File: src/pmdb_pkg.sv
// Package with register map, field positions and reset values of the bank.
package pmdb_pkg;

   // Byte addresses of the two disable registers on the APB bus.
   localparam logic [11:0] PMDB_ADDR_THREE = 12'h000;
   localparam logic [11:0] PMDB_ADDR_FOUR  = 12'h004;

   // Field positions inside the 16-bit registers.
   localparam int PMDB_BIT_COMPARATOR = 10;
   localparam int PMDB_BIT_CRC        = 7;
   localparam int PMDB_BIT_SECOND_I2C = 1;
   localparam int PMDB_BIT_REF_CLOCK  = 3;
   localparam int PMDB_BIT_CHARGE     = 2;

   // Masks of implemented bits; all other positions read as zero.
   localparam logic [15:0] PMDB_MASK_THREE = 16'h0482;
   localparam logic [15:0] PMDB_MASK_FOUR  = 16'h000C;

   // Reset values: every peripheral starts enabled.
   localparam logic [15:0] PMDB_RESET_THREE = 16'h0000;
   localparam logic [15:0] PMDB_RESET_FOUR  = 16'h0000;

endpackage : pmdb_pkg

File: src/pmdb_reg.sv
// One masked 16-bit disable register with byte-lane writes.
`timescale 1ns/1ps
module pmdb_reg #(
   parameter logic [15:0] MASK      = 16'h0000, // Implemented bits.
   parameter logic [15:0] RESET_VAL = 16'h0000  // Value after reset.
) (
   input  wire logic        clk,   // System clock.
   input  wire logic        rst,   // Asynchronous reset, active high.
   input  wire logic        wr,    // Write strobe for this register.
   input  wire logic [1:0]  strb,  // Byte lanes of the write.
   input  wire logic [15:0] wdata, // Write data.
   output logic      [15:0] value  // Stored, masked value.
);

   logic [15:0] next_value;

   // Only masked bits can change, so unimplemented ones stay zero.
   always_comb begin
      next_value = value;
      if (wr) begin
         if (strb[0]) begin
            next_value[7:0] = wdata[7:0] & MASK[7:0];
         end
         if (strb[1]) begin
            next_value[15:8] = wdata[15:8] & MASK[15:8];
         end
      end
   end

   // Register the next value.
   always_ff @(posedge clk or posedge rst) begin
      if (rst) begin
         value <= RESET_VAL;
      end else begin
         value <= next_value;
      end
   end

endmodule : pmdb_reg

File: src/pmdb_bank.sv
// APB register bank holding the peripheral module disable bits.
`timescale 1ns/1ps
//
// How it works
// [RULE1] Bit 10 of register three set to one disables the comparator.
// [RULE2] Bit 7 of register three set to one disables the CRC unit.
// [RULE3] Bit 1 of register three set to one disables the second I2C unit.
// [RULE4] Bit 3 of register four set to one disables the reference clock.
// [RULE5] Bit 2 of register four set to one disables charge-time measuring.
// [RULE6] All unimplemented bit positions of both registers read as zero.
// [RULE7] Reset clears every disable bit and writes to unused bits are lost.
//
module pmdb_bank (
   input  wire logic        SYS_CLK,                 // System clock.
   input  wire logic        RST,                     // Async reset, high.
   input  wire logic        PSEL,                    // APB select.
   input  wire logic        PENABLE,                 // APB access phase.
   input  wire logic        PWRITE,                  // APB direction.
   input  wire logic [11:0] PADDR,                   // APB byte address.
   input  wire logic [31:0] PWDATA,                  // APB write data.
   input  wire logic [3:0]  PSTRB,                   // APB byte strobes.
   output logic      [31:0] PRDATA,                  // APB read data.
   output logic             PREADY,                  // APB ready.
   output logic             PSLVERR,                 // APB error.
   output logic             COMPARATOR_OFF,          // Comparator disable.
   output logic             CRC_UNIT_OFF,            // CRC disable.
   output logic             SECOND_I2C_OFF,          // Second I2C disable.
   output logic             REF_CLOCK_OUT_OFF,       // Ref clock disable.
   output logic             CHARGE_TIME_UNIT_OFF     // Charge-time disable.
);
   import pmdb_pkg::*;

   ////////////////////////////////////////////////////////////////////////
   logic [15:0] ctl_three;
   logic [15:0] ctl_four;
   logic        hit_three;
   logic        hit_four;
   logic        access;
   logic [31:0] next_rdata;
   logic        next_err;

   // Decode; the full byte address must match exactly, unmapped gets an error.
   assign hit_three = (PADDR == PMDB_ADDR_THREE);
   assign hit_four  = (PADDR == PMDB_ADDR_FOUR);
   assign access    = PSEL & PENABLE;

   ////////////////////////////////////////////////////////////////////////
   // Register three holds the comparator, CRC and second I2C bits.
   pmdb_reg #(
      .MASK      (PMDB_MASK_THREE),
      .RESET_VAL (PMDB_RESET_THREE) // RULE7
   ) u_three (
      .clk   (SYS_CLK),
      .rst   (RST),
      .wr    (access & PWRITE & hit_three),
      .strb  (PSTRB[1:0]),
      .wdata (PWDATA[15:0]),
      .value (ctl_three)
   );

   // Register four holds the reference clock and charge-time bits.
   pmdb_reg #(
      .MASK      (PMDB_MASK_FOUR),
      .RESET_VAL (PMDB_RESET_FOUR) // RULE7
   ) u_four (
      .clk   (SYS_CLK),
      .rst   (RST),
      .wr    (access & PWRITE & hit_four),
      .strb  (PSTRB[1:0]),
      .wdata (PWDATA[15:0]),
      .value (ctl_four)
   );

   ////////////////////////////////////////////////////////////////////////
   // Zero wait states keep the bank simple; every access ends at once.
   assign PREADY = 1'b1;

   // Read data is registered at the setup phase so it is ready in access.
   always_comb begin
      next_rdata = 32'h00000000;
      next_err   = 1'b0;
      if (PSEL & ~PENABLE) begin
         if (hit_three) begin
            next_rdata = {16'h0000, ctl_three & PMDB_MASK_THREE}; // RULE6
         end else if (hit_four) begin
            next_rdata = {16'h0000, ctl_four & PMDB_MASK_FOUR}; // RULE6
         end else begin
            next_err = 1'b1;
         end
      end else if (access) begin
         next_rdata = PRDATA;
         next_err   = PSLVERR;
      end
   end

   always_ff @(posedge SYS_CLK or posedge RST) begin
      if (RST) begin
         PRDATA  <= 32'h00000000;
         PSLVERR <= 1'b0;
      end else begin
         PRDATA  <= next_rdata;
         PSLVERR <= next_err;
      end
   end

   ////////////////////////////////////////////////////////////////////////
   // Disable outputs come straight from the stored flip-flops.
   assign COMPARATOR_OFF       = ctl_three[PMDB_BIT_COMPARATOR]; // RULE1
   assign CRC_UNIT_OFF         = ctl_three[PMDB_BIT_CRC]; // RULE2
   assign SECOND_I2C_OFF       = ctl_three[PMDB_BIT_SECOND_I2C]; // RULE3
   assign REF_CLOCK_OUT_OFF    = ctl_four[PMDB_BIT_REF_CLOCK]; // RULE4
   assign CHARGE_TIME_UNIT_OFF = ctl_four[PMDB_BIT_CHARGE]; // RULE5
endmodule : pmdb_bank

File: config.mk
export PLATFORM = sky130hd
export DESIGN_NAME = pmdb_bank
export DESIGN_NICKNAME = d
export VERILOG_FILES = /design/src/pmdb_pkg.sv /design/src/pmdb_reg.sv /design/src/pmdb_bank.sv
export SDC_FILE = /design/constraint.sdc
export NUM_CORES = 1
export LEC_CHECK = 0
export ABC_CLOCK_PERIOD_IN_PS = 1700
export BUFFER_PORTS_ARGS = -buffer_cell sky130_fd_sc_hd__buf_2
export CELL_PAD_IN_SITES_DETAIL_PLACEMENT = 0
export CELL_PAD_IN_SITES_GLOBAL_PLACEMENT = 1
export CORE_MARGIN = 5
export CORE_UTILIZATION = 23
export CTS_BUF_LIST = sky130_fd_sc_hd__clkbuf_4
export DETAILED_ROUTE_END_ITERATION = 10
export PLACE_DENSITY_LB_ADDON = 0.1
export SYNTH_ARGS = -nofsm -noshare
export SYNTH_HDL_FRONTEND = slang
export SYNTH_SLANG_ARGS = --single-unit
File: constraint.sdc
create_clock -name SYS_CLK -period 1.7 [get_ports SYS_CLK]
set_clock_uncertainty 0.2 [all_clocks]
set_input_delay 0.17 -clock SYS_CLK [delete_from_list [all_inputs] [get_ports SYS_CLK]]
set_output_delay 0.17 -clock SYS_CLK [all_outputs]
set_load 0.005 [all_outputs]
==> Word level (Yosys, flattened, before mapping) <==
Cells that the tools add are included.
{ "op_classes": {"n_eq_ne": 2, "reduce_logical": 4, "bitwise_logic": 6, "n_mux": 8} }
{ "ops": {"columns": ["op", "count"], "rows": [
  ["two-way mux 32 bit", 2],
  ["equality test 12 x 3 -> 1 bit, second input constant", 1],
  ["zero test 12 bit", 1],
  ["two-way mux 11 bit", 1],
  ["AND reduction 2 bit", 3],
  ["bitwise AND 1 bit", 5],
  ["two-way mux 1 bit", 4],
  ["two-way mux 4 bit", 1],
  ["inequality test 2 x 1 -> 1 bit, second input constant", 1],
  ["inverter 1 bit", 1]
]} }
{ "word_totals": {"ff_bits": 38, "inputBits": 53, "elab_cells": 25} }

==> Logic depth before layout (Yosys ltp) <==
Gate-level depths: netlist (run 1).
{ "depth": {"depth_word": 4, "depth_mapped": 3, "mapped_depth_nobuf": 3} }

==> By module <==
A second synthesis (run 1) with hierarchy kept.
{ "unflattened": {"cells_unflattened": 109, "area_unflattened_um2": 965.9} }
{ "modules_own_cells": {"columns": ["module", "n_inst", "area_per_inst_um2", "cells_per_inst"], "rows": [
  ["pmdb_bank", 1, 541.8, 65],
  ["pmdb_reg at u_three", 1, 235.2, 23],
  ["pmdb_reg at u_four", 1, 188.9, 21]
]} }

==> Least setup slack after synthesis (run 1) <==
OpenSTA, ideal clock, no wires.
{ "synth_path": {"kind": "input to register", "start": "input PADDR[9]", "end": "register u_four.value[2]", "n_path_buf": 0, "required_time_ns": 1.372, "setup_ns": 0.128, "arrival_time_ns": 0.995, "stages": 3, "setup_slack_ns": 0.377, "path_cell_list": "nor4_4 > nand4_1 > mux2_1"} }
{ "synth_via": {"elab_chain_cells": 3} }
{ "synth_lines": {"columns": ["item", "line_no", "text"], "rows": [
  ["from (decl)", "pmdb_bank.sv:19", "input wire logic [11:0] PADDR,"],
  ["equality test 12 x 3 -> 1 bit", "pmdb_bank.sv:44", "assign hit_four = (PADDR == PMDB_ADDR_FOUR);"],
  ["bitwise AND 1 bit", "pmdb_bank.sv:68", ".wr (access & PWRITE & hit_four),"],
  ["AND reduction 2 bit (no source line)", null, null],
  ["to (signal assigned)", "pmdb_reg.sv:35", "value <= next_value;"],
  ["to (decl)", "pmdb_reg.sv:12", "output logic [15:0] value"]
]} }
Every way passes these cells.
A chain may end at the register's enable or synchronous reset.

==> Worst setup path after layout (run 1) <==
{ "layout_path": {"start": "input PSEL", "end": "register u_three.value[1]"} }
{ "layout_via": {"elab_chain_cells": 4} }
{ "layout_lines": {"columns": ["item", "line_no", "text"], "rows": [
  ["from (decl)", "pmdb_bank.sv:16", "input wire logic PSEL,"],
  ["bitwise AND 1 bit", "pmdb_bank.sv:45", "assign access = PSEL & PENABLE;"],
  ["bitwise AND 1 bit (2 in series)", "pmdb_bank.sv:55", ".wr (access & PWRITE & hit_three),"],
  ["AND reduction 2 bit (no source line)", null, null],
  ["to (signal assigned)", "pmdb_reg.sv:35", null],
  ["to (decl)", "pmdb_reg.sv:12", null]
]} }
Every way passes these cells.

==> results of run 1 <==
## worst max-delay path, cell delays in order
cell	delay, ps
dlygate4sd3_1	520
buf_2	130
and4_1	220
nand4_1	170
mux2_1	350
## synthesized netlist by cell type
master,n
buf_4,28
dfrtp_1,11
a32o_1,5
mux2_1,3
nand4_1,3
and3_2,2
and4_1,2
conb_1,2
mux2_2,2
nor4_4,2
and2_1,1
and3_1,1
inv_1,1
nand2b_1,1
nand3_1,1
nor2b_1,1
nor4_1,1
nor4_2,1
nor4b_1,1
## cells by family (layout without fill, tap and decap cells)
logic type	Yosys count	count (layout)	synth area share (%)
buf+inv	29	46	28.4
compound gates	5	5	6.63
simple gates	17	17	20.1
flops	11	11	36.5
mux	5	5	7.46
other cells	2	28	0.995
## registers in the layout, indices dropped and copies added, names as in the netlist
register,flops
PRDATA,5
u_three.value,3
u_four.value,2
PSLVERR,1
## layer usage
metal	GRT usage, %	vias to the layer above
li1	-	281
met1	9.89	268
met2	12.0	44
met3	3.16	4
met4	4.56	0
met5	0	-
## stage by stage
step                      worst slack, ps  util (%)  instance area [um2]  hold slack [ps]  std cells
final                                93.8      31.2                  967             80.7        156
after global routing                 24.9      31.2                  967             74.2        156
after CTS                            81.8      31.2                  967             74.5        156
after detailed placement             98.7      27.9                  867            -1.33        145
after global placement                108      27.9                  867            -10.3        145
after floorplan                       377         -                  852             -178         95
## power breakdown
group | internal [W] | switching [W] | total [W]
combinational | 0.0000379 | 0.0000474 | 0.0000853
clock | 0.000107 | 0.0000855 | 0.000192
sequential | 0.000263 | 0.000000615 | 0.000264
total | 0.000408 | 0.000134 | 0.000541
## repair_timing
action | in CTS | in global routing
hold buffers | 7 | 0
hold endpoints to repair | 17 | 0
buffers inserted | 0 | 0
## final cells by class
type	count	area [um2]
Sequential cell	11	275
Timing Repair Buffer	41	240
Multi-Input combinational cell	55	363
Inverter	1	3.75
Fill cell	344	2140
Clock buffer	4	30.0
Tap cell	44	55.1
## worst max path at each step
stage / startpoint / depth (start not counted) / to
2_1_floorplan: PADDR[9] / 3 / u_four.value[2]
3_3_place_gp: PADDR[5] / 4 / u_three.value[1]
3_5_place_dp: PADDR[5] / 4 / u_three.value[1]
4_1_cts: PSEL / 5 / u_three.value[1]
5_1_grt: PSEL / 5 / u_four.value[2]
6_report: PSEL / 5 / u_three.value[1]
==> impl_metrics.ini, run 1 <==
[run_status]
status = finished, final reports clean

[sta]
hold_viol = 0
min_period_over_period_pct = 94.5
finalSetupViolations = 0
tns_ps = 0
fmax_ghz = 0.623
min_period_ps = 1610
slew_violations = 0
rsz0062_at_grt = false

[floorplan]
start_util_pct = 24.3
core_region_area_um2 = 3100
die_width_um = 67.3
die_h_um = 67.3
row_count = 20
num_io_pins = 92
die_area_um2 = 4530

[job]
max-cap-violations = 0

[yosys]
yosysWarnings = 0
synth_top_cell_by_area = dfrtp_1
netlist.area_leader.share_pct = 36.5
synth_seq_cells = 11
synthTopCellsByArea = dfrtp_1, buf_4, a32o_1
avgSynthCellArea_um2 = 10.9
synthCells = 69
synth_cell_types = 19
yosysSeqAreaShare_pct = 36.5
syn_area_um2 = 754

[global_routing]
antenna_found_initial = 0
grt.overflow.total = 0
grt_max_degree = 12
grt_pass1_wl_um = 2730
grt_pass1_vias = 641
grt_util_all_layers_pct = 8.08

[worst_setup_path]
r2r_setup_slack_ps = 690
crit-reg2reg-launch = u_three.value[7]
endpoint_kind = register
cp-start-kind = input pin
regToRegEndpoint = u_three.value[7]
path_class = in -> reg
reg2regPathDepth = 1
cp_max_fo = 5
required_ps = 1650
cp.arrival_ps = 1560

[clock_network]
post_cts_resized = 0
h-tree-depth = 1
tritoncts = done
clock_latency_ps = 260
path_clk_slew_ps = 70
root_buffer = clkbuf_4
cts_buffers = 3
clock_path_buffers = 2
cts_sinks = 11

[hold_path]
min_delay_path_depth = 3
hold_path_class = in -> reg
hold_path_end = PSLVERR
hold_start = PENABLE

[detailed_routing]
maxUsedRoutingLayer = met4
drt_iter0_drc = 5
wl_met1_um = 716
wire_per_inst_um = 11.0
ant_nets = 0
met3WireLength_um = 261
vias = 597
drt_wl_total_um = 1720
viasPerCell = 3.83
drt_first_pass_iters = 4
met2_length_um = 726
drc = 0

[layout]
mostFrequentLayoutCells = buf_2, conb_1, dfrtp_1
layout.nets = 166
insertedDiodeCount = 0
area_growth_pct = 28.2
drive_above_1_share_pct = 40.2
final_common_cell = buf_2

[power]
ir_drop_mv = 0.180
p_leak_nw = 0.526
p_per_area_nw_per_um2 = 560
totalPowerFinal_w = 0.000541

[placement]
gp_congestion = 0.691
port_buffers = 34
dpl.hpwl_um = 1470
Power figures use the tool's default switching activity.
==> inputs of run 2 (changes only) <==
--- a/config.mk
+++ b/config.mk
@@ -5,6 +5,7 @@
 export SDC_FILE = /design/constraint.sdc
 export NUM_CORES = 1
 export LEC_CHECK = 0
+export ABC_AREA = 1
 export ABC_CLOCK_PERIOD_IN_PS = 1700
 export BUFFER_PORTS_ARGS = -buffer_cell sky130_fd_sc_hd__buf_2
 export CELL_PAD_IN_SITES_DETAIL_PLACEMENT = 0
@@ -13,7 +14,9 @@
 export CORE_UTILIZATION = 23
 export CTS_BUF_LIST = sky130_fd_sc_hd__clkbuf_4
 export DETAILED_ROUTE_END_ITERATION = 10
+export MAX_ROUTING_LAYER = met4
 export PLACE_DENSITY_LB_ADDON = 0.1
+export SLEW_MARGIN = 40
 export SYNTH_ARGS = -nofsm -noshare
 export SYNTH_HDL_FRONTEND = slang
 export SYNTH_SLANG_ARGS = --single-unit
==> run 2 against run 1 <==
  * Synthesized area rose by 8.1%
  * Sequential share of layout area fell by 1.2 points
  * Utilization fell by 1.3 points
  * Register-to-register slack improved by 120 ps
  * Clock-buffer cell count did not move
  * Die area rose by 6.9%
  * Largest power group unchanged
  * Flip-flop and latch count did not move
  * First-iteration DRC count rose to 5.2 times the previous value
==> impl_metrics.ini, run 2 <==
[run_status]
status = finished, final reports clean

[placement]
port_buffers = 34
dpl.hpwl_um = 1580
gp_congestion = 0.712

[clock_network]
root_buffer = clkbuf_4
h-tree-depth = 1
cts_sinks = 11
post_cts_resized = 0
post_cts_buffers = 0
cts_buffers = 3
path_clk_slew_ps = 60
clock_path_buffers = 2
tritoncts = done
clock_latency_ps = 260

[sta]
timing.hold.ws_ps = 12.7
rsz0062_at_grt = false
fmax_ghz = 0.844
min_period_ps = 1190
finalSetupViolations = 0
slew_violations = 0
tns_ps = 0
min_period_over_period_pct = 69.7
hold_viol = 0

[detailed_routing]
wire_per_inst_um = 8.97
vias = 693
drt_iter0_drc = 26
drt_wl_total_um = 1780
drt_first_pass_iters = 3
ant_nets = 0
drc = 0
viasPerCell = 3.50

[floorplan]
die_h_um = 69.6
row_count = 21
die_width_um = 69.6
die_area_um2 = 4840
core_region_area_um2 = 3390
num_io_pins = 92
start_util_pct = 24.1

[worst_setup_path]
path_cells = buf_2
slowest_stage = dfrtp_1
cp-start-kind = register
cp_top_family = flip-flops
path_class = reg -> out
crit_buf_inv = 1
cp_max_fo = 3
cpPeakStageDelay_ps = 410
cp.arrival_ps = 820
r2r_setup_slack_ps = 810
endpoint_kind = output port
required_ps = 1330

[yosys]
synth_seq_cells = 11
avgSynthCellArea_um2 = 7.35
synthTopCellsByArea = dfrtp_1, buf_4, nand2_1
synth_cell_types = 13
yosysSeqAreaShare_pct = 33.7
synthCells = 111
netlist.area_leader.share_pct = 33.7
synth_top_cell_by_area = dfrtp_1
yosysMostFrequentCell = buf_4
ys.flop_type = dfrtp_1
synth-edff-count = 0
yosysWarnings = 0
async_flop_share_pct = 100
synth_top_cells_by_count = buf_4, nand2_1, inv_1, dfrtp_1, nor2_1
syn_area_um2 = 816

[global_routing]
antenna_found_initial = 0
grt.overflow.total = 0
grt_max_degree = 12
grt_util_all_layers_pct = 7.91
grt_pass1_vias = 657
grt_pass1_wl_um = 2950

[layout]
regMostFlops = PRDATA
layout.nets = 206
largest_register_ffs = 5
final_common_cell = buf_2
mostFrequentLayoutCells = buf_2, conb_1, nand2_1
area_growth_pct = 23.9
insertedDiodeCount = 0
reg.largest.list = PRDATA (5), u_three.value (3), u_four.value (2)
drive_above_1_share_pct = 29.6

[power]
p_per_area_nw_per_um2 = 529
totalPowerFinal_w = 0.000535
ir_drop_mv = 0.176
p_leak_nw = 0.637

[hold_path]
hold_path_class = in -> reg

[job]
max-cap-violations = 0
[run 2: per-layer routing]
metal / track usage [%] / share of wire (%) / wire (um)
met5: - / 0 / 0
met4: 1.95 / 0 / 0
met3: 3.77 / 10 / 179
met2: 12.9 / 50 / 883
met1: 8.67 / 40 / 714
[run 2: layout make-up]
cell class / instances / area [um2]
tap: 46 / 57.6
multi-input combinational: 80 / 360
inverter: 18 / 67.6
sequential: 11 / 275
clock buffer: 4 / 30.0
fill: 396 / 2380
timing repair buffer: 39 / 220
[run 2: cell families (layout without fill, tap and decap cells)]
logic type,count (synthesis),in the layout,share of synthesized area (%)
buffers and inverters,46,61,34.0
AOI/OAI and AO/OA,7,7,4.29
DFF,11,11,33.7
and+or+nand+nor,45,45,27.0
other,2,28,0.921
[run 2: what timing repair did]
action / 4_1_cts / 5_1_grt
endpoints found under the setup margin: 0 / 0
endpoints found under the hold margin: 15 / 0
hold buffers: 5 / 0
[run 2: through the flow]
stage,instances,setup slack [ps],utilization [%],instance area (um2)
3_5_place_dp,189,461,27.5,931
6_report,198,515,29.8,1010
3_3_place_gp,189,464,27.5,931
5_1_grt,198,458,29.8,1010
2_1_floorplan,137,644,-,913
4_1_cts,198,501,29.8,1010
[run 2: path summary, 6_finish.rpt]
| kind | start | end | depth (start not counted) |
|---|---|---|---|
| max reg2reg | u_three.value[10] | u_three.value[10] | 4 |
| max | u_four.value[2] | CHARGE_TIME_UNIT_OFF | 1 |
| min reg2reg | PRDATA[3] | PRDATA[3] | 2 |
| max in group asynchronous | RST | PSLVERR | 3 |
| min in group asynchronous | RST | PRDATA[10] | 3 |
| min | PWDATA[10] | u_three.value[10] | 5 |
[run 2: report_power, final]
part	internal [W]	total (W)	switching (W)
clock network	0.000107	0.000186	0.0000794
logic	0.0000350	0.0000844	0.0000494
registers	0.000263	0.000264	0.000000796
==> inputs of run 3 (changes only) <==
--- a/config.mk
+++ b/config.mk
@@ -6,12 +6,12 @@
 export NUM_CORES = 1
 export LEC_CHECK = 0
 export ABC_AREA = 1
-export ABC_CLOCK_PERIOD_IN_PS = 1700
+export ABC_CLOCK_PERIOD_IN_PS = 1000
 export BUFFER_PORTS_ARGS = -buffer_cell sky130_fd_sc_hd__buf_2
 export CELL_PAD_IN_SITES_DETAIL_PLACEMENT = 0
 export CELL_PAD_IN_SITES_GLOBAL_PLACEMENT = 1
 export CORE_MARGIN = 5
-export CORE_UTILIZATION = 23
+export CORE_UTILIZATION = 19
 export CTS_BUF_LIST = sky130_fd_sc_hd__clkbuf_4
 export DETAILED_ROUTE_END_ITERATION = 10
 export MAX_ROUTING_LAYER = met4
==> constraint.sdc (replaced) <==
create_clock -name SYS_CLK -period 1 [get_ports SYS_CLK]
set_clock_uncertainty 0.2 [all_clocks]
set_input_delay 0.1 -clock SYS_CLK [delete_from_list [all_inputs] [get_ports SYS_CLK]]
set_output_delay 0.1 -clock SYS_CLK [all_outputs]
set_load 0.005 [all_outputs]
==> run 3 against run 2 <==
  * Worst setup slack lost 600 ps
  * Clock power rose by 79%
  * Flip-flop and latch count unchanged
  * Final area is 12% higher
  * Sequential share of layout area shrank 2.9 points
  * Wire length up 16%
  * Power grew 77%
  * Critical path type unchanged
  * Global-route usage is 0.51 points lower
  * The flow now finishes with violations (negative hold slack, negative setup slack)
  * Non-clock buffer count grew 14
  * Via count is 5.9% higher
  * Critical endpoint is now PSLVERR
  * Sequential power rose by 70%
==> impl_metrics.ini, run 3 (same netlist as run 2, synthesis figures left out) <==
[clock_network]
cts_sinks = 11
tritoncts = done
holdBufCountCts = 5
clock_path_buffers = 2
clock_latency_ps = 270
cts_buffers = 3
path_clk_slew_ps = 70
h-tree-depth = 1
root_buffer = clkbuf_4

[detailed_routing]
viasPerCell = 3.40
ant_nets = 0
drt_first_pass_iters = 4
vias = 734
drc = 0
drt_iter0_drc = 22
drt_wl_total_um = 2070
wire_per_inst_um = 9.57

[layout]
mostFrequentLayoutCells = buf_2, conb_1, nand2_1
final_cell_area_um2 = 1130
layout.nets = 220
seq_area_um2 = 275
drive_above_1_share_pct = 36.1
multi_input_area_um2 = 363
utilization_pct = 27.7
fillers = 483
largest_register_ffs = 5
area_growth_pct = 38.6
regMostFlops = PRDATA
final_common_cell = buf_2
insertedDiodeCount = 0
reg.largest.list = PRDATA (5), u_three.value (3), u_four.value (2)
final_cells = 216

[floorplan]
row_count = 23
num_io_pins = 92
core_region_area_um2 = 4090
die_area_um2 = 5700
start_util_pct = 20.0
die_width_um = 75.5
die_h_um = 75.5

[worst_setup_path]
cpPeakStageDelay_ps = 390
cp-start-kind = register
crit_buf_inv = 1
slowest_stage = dfrtp_1
endpoint_kind = output port
cp_top_family = flip-flops
cp_max_fo = 2
path_class = reg -> out
required_ps = 700
path_cells = buf_2
cp.arrival_ps = 790

[sta]
timing.final.ws_setup_ps = -86.9
hold_viol = 1
fmax_ghz = 0.920
min_period_over_period_pct = 109
timing.hold.ws_ps = -70.5
min_period_ps = 1090
slew_violations = 0
finalSetupViolations = 12
rsz0062_at_grt = true

[global_routing]
grt_max_degree = 12
grt.overflow.total = 0
grt_util_all_layers_pct = 7.40
grt_pass1_vias = 690
antenna_found_initial = 0
grt_pass1_wl_um = 3040

[placement]
port_buffers = 34
place_ws_ps = -171
dp.cells = 198
gp_congestion = 0.648
place_area_um2 = 973
dpl.hpwl_um = 1750

[run_status]
status = finished, violations left
violations = negative hold slack, negative setup slack

[power]
p_per_area_nw_per_um2 = 838
ir_drop_mv = 0.219
p_leak_nw = 0.711

[hold_path]
hold_path_class = in -> reg

[job]
max-cap-violations = 0
-- run 3: path summary, 6_finish.rpt --
kind / start / to / slack, ps / cells past startpoint
max: PSLVERR / PSLVERR / -90 / 1
min: PWDATA[10] / u_three.value[10] / -70 / 5
max reg2reg: PRDATA[1] / PRDATA[1] / -10 / 4
min reg2reg: PRDATA[3] / PRDATA[3] / 270 / 2
max in group asynchronous: RST / PSLVERR / 130 / 3
min in group asynchronous: RST / PRDATA[7] / 170 / 3
-- run 3: repair_timing --
item,CTS,global route
setup endpoints to repair,11,14
buffers inserted,7,2
resized for setup,0,3
pin swaps,0,2
endpoints found under the hold margin,16,1
-- run 3: tightest hold or removal path, stage by stage --
cell and delay (ps):
buf_2 80, inv_1 30, nand4_1 70, nand2_1 50
inv_1 40
-- run 3: routing by layer --
layer,GRT usage [%],vias to the layer above,part of all wire [%]
met5,-,-,0
met4,2.33,0,0.92
met3,1.98,2,8.2
met2,13.5,29,52
met1,7.67,315,38
li1,-,388,-
-- run 3: area by class of cell --
type,count,area share (%)
Timing Repair Buffer,53,29.4
Multi-Input combinational cell,80,32.1
Clock buffer,4,2.65
Sequential cell,11,24.3
Inverter,18,5.97
Tap cell,50,5.53
-- run 3: power breakdown --
group          internal [W]  switching [W]  total [W]
Sequential         0.000447     0.00000212   0.000450
Clock              0.000181       0.000151   0.000333
Combinational     0.0000742      0.0000917   0.000166
Total              0.000703       0.000245   0.000948
-- run 3: per-stage QoR --
stage	hold WS (ps)	total power (W)	TNS, ps
2_1_floorplan	-248	0.000606	0
3_3_place_gp	-78.7	0.000601	-1380
3_5_place_dp	-72.8	0.000603	-1340
4_1_cts	-66.6	0.000955	-916
5_1_grt	-44.6	0.00101	-1320
6_report	-70.5	0.000948	-801
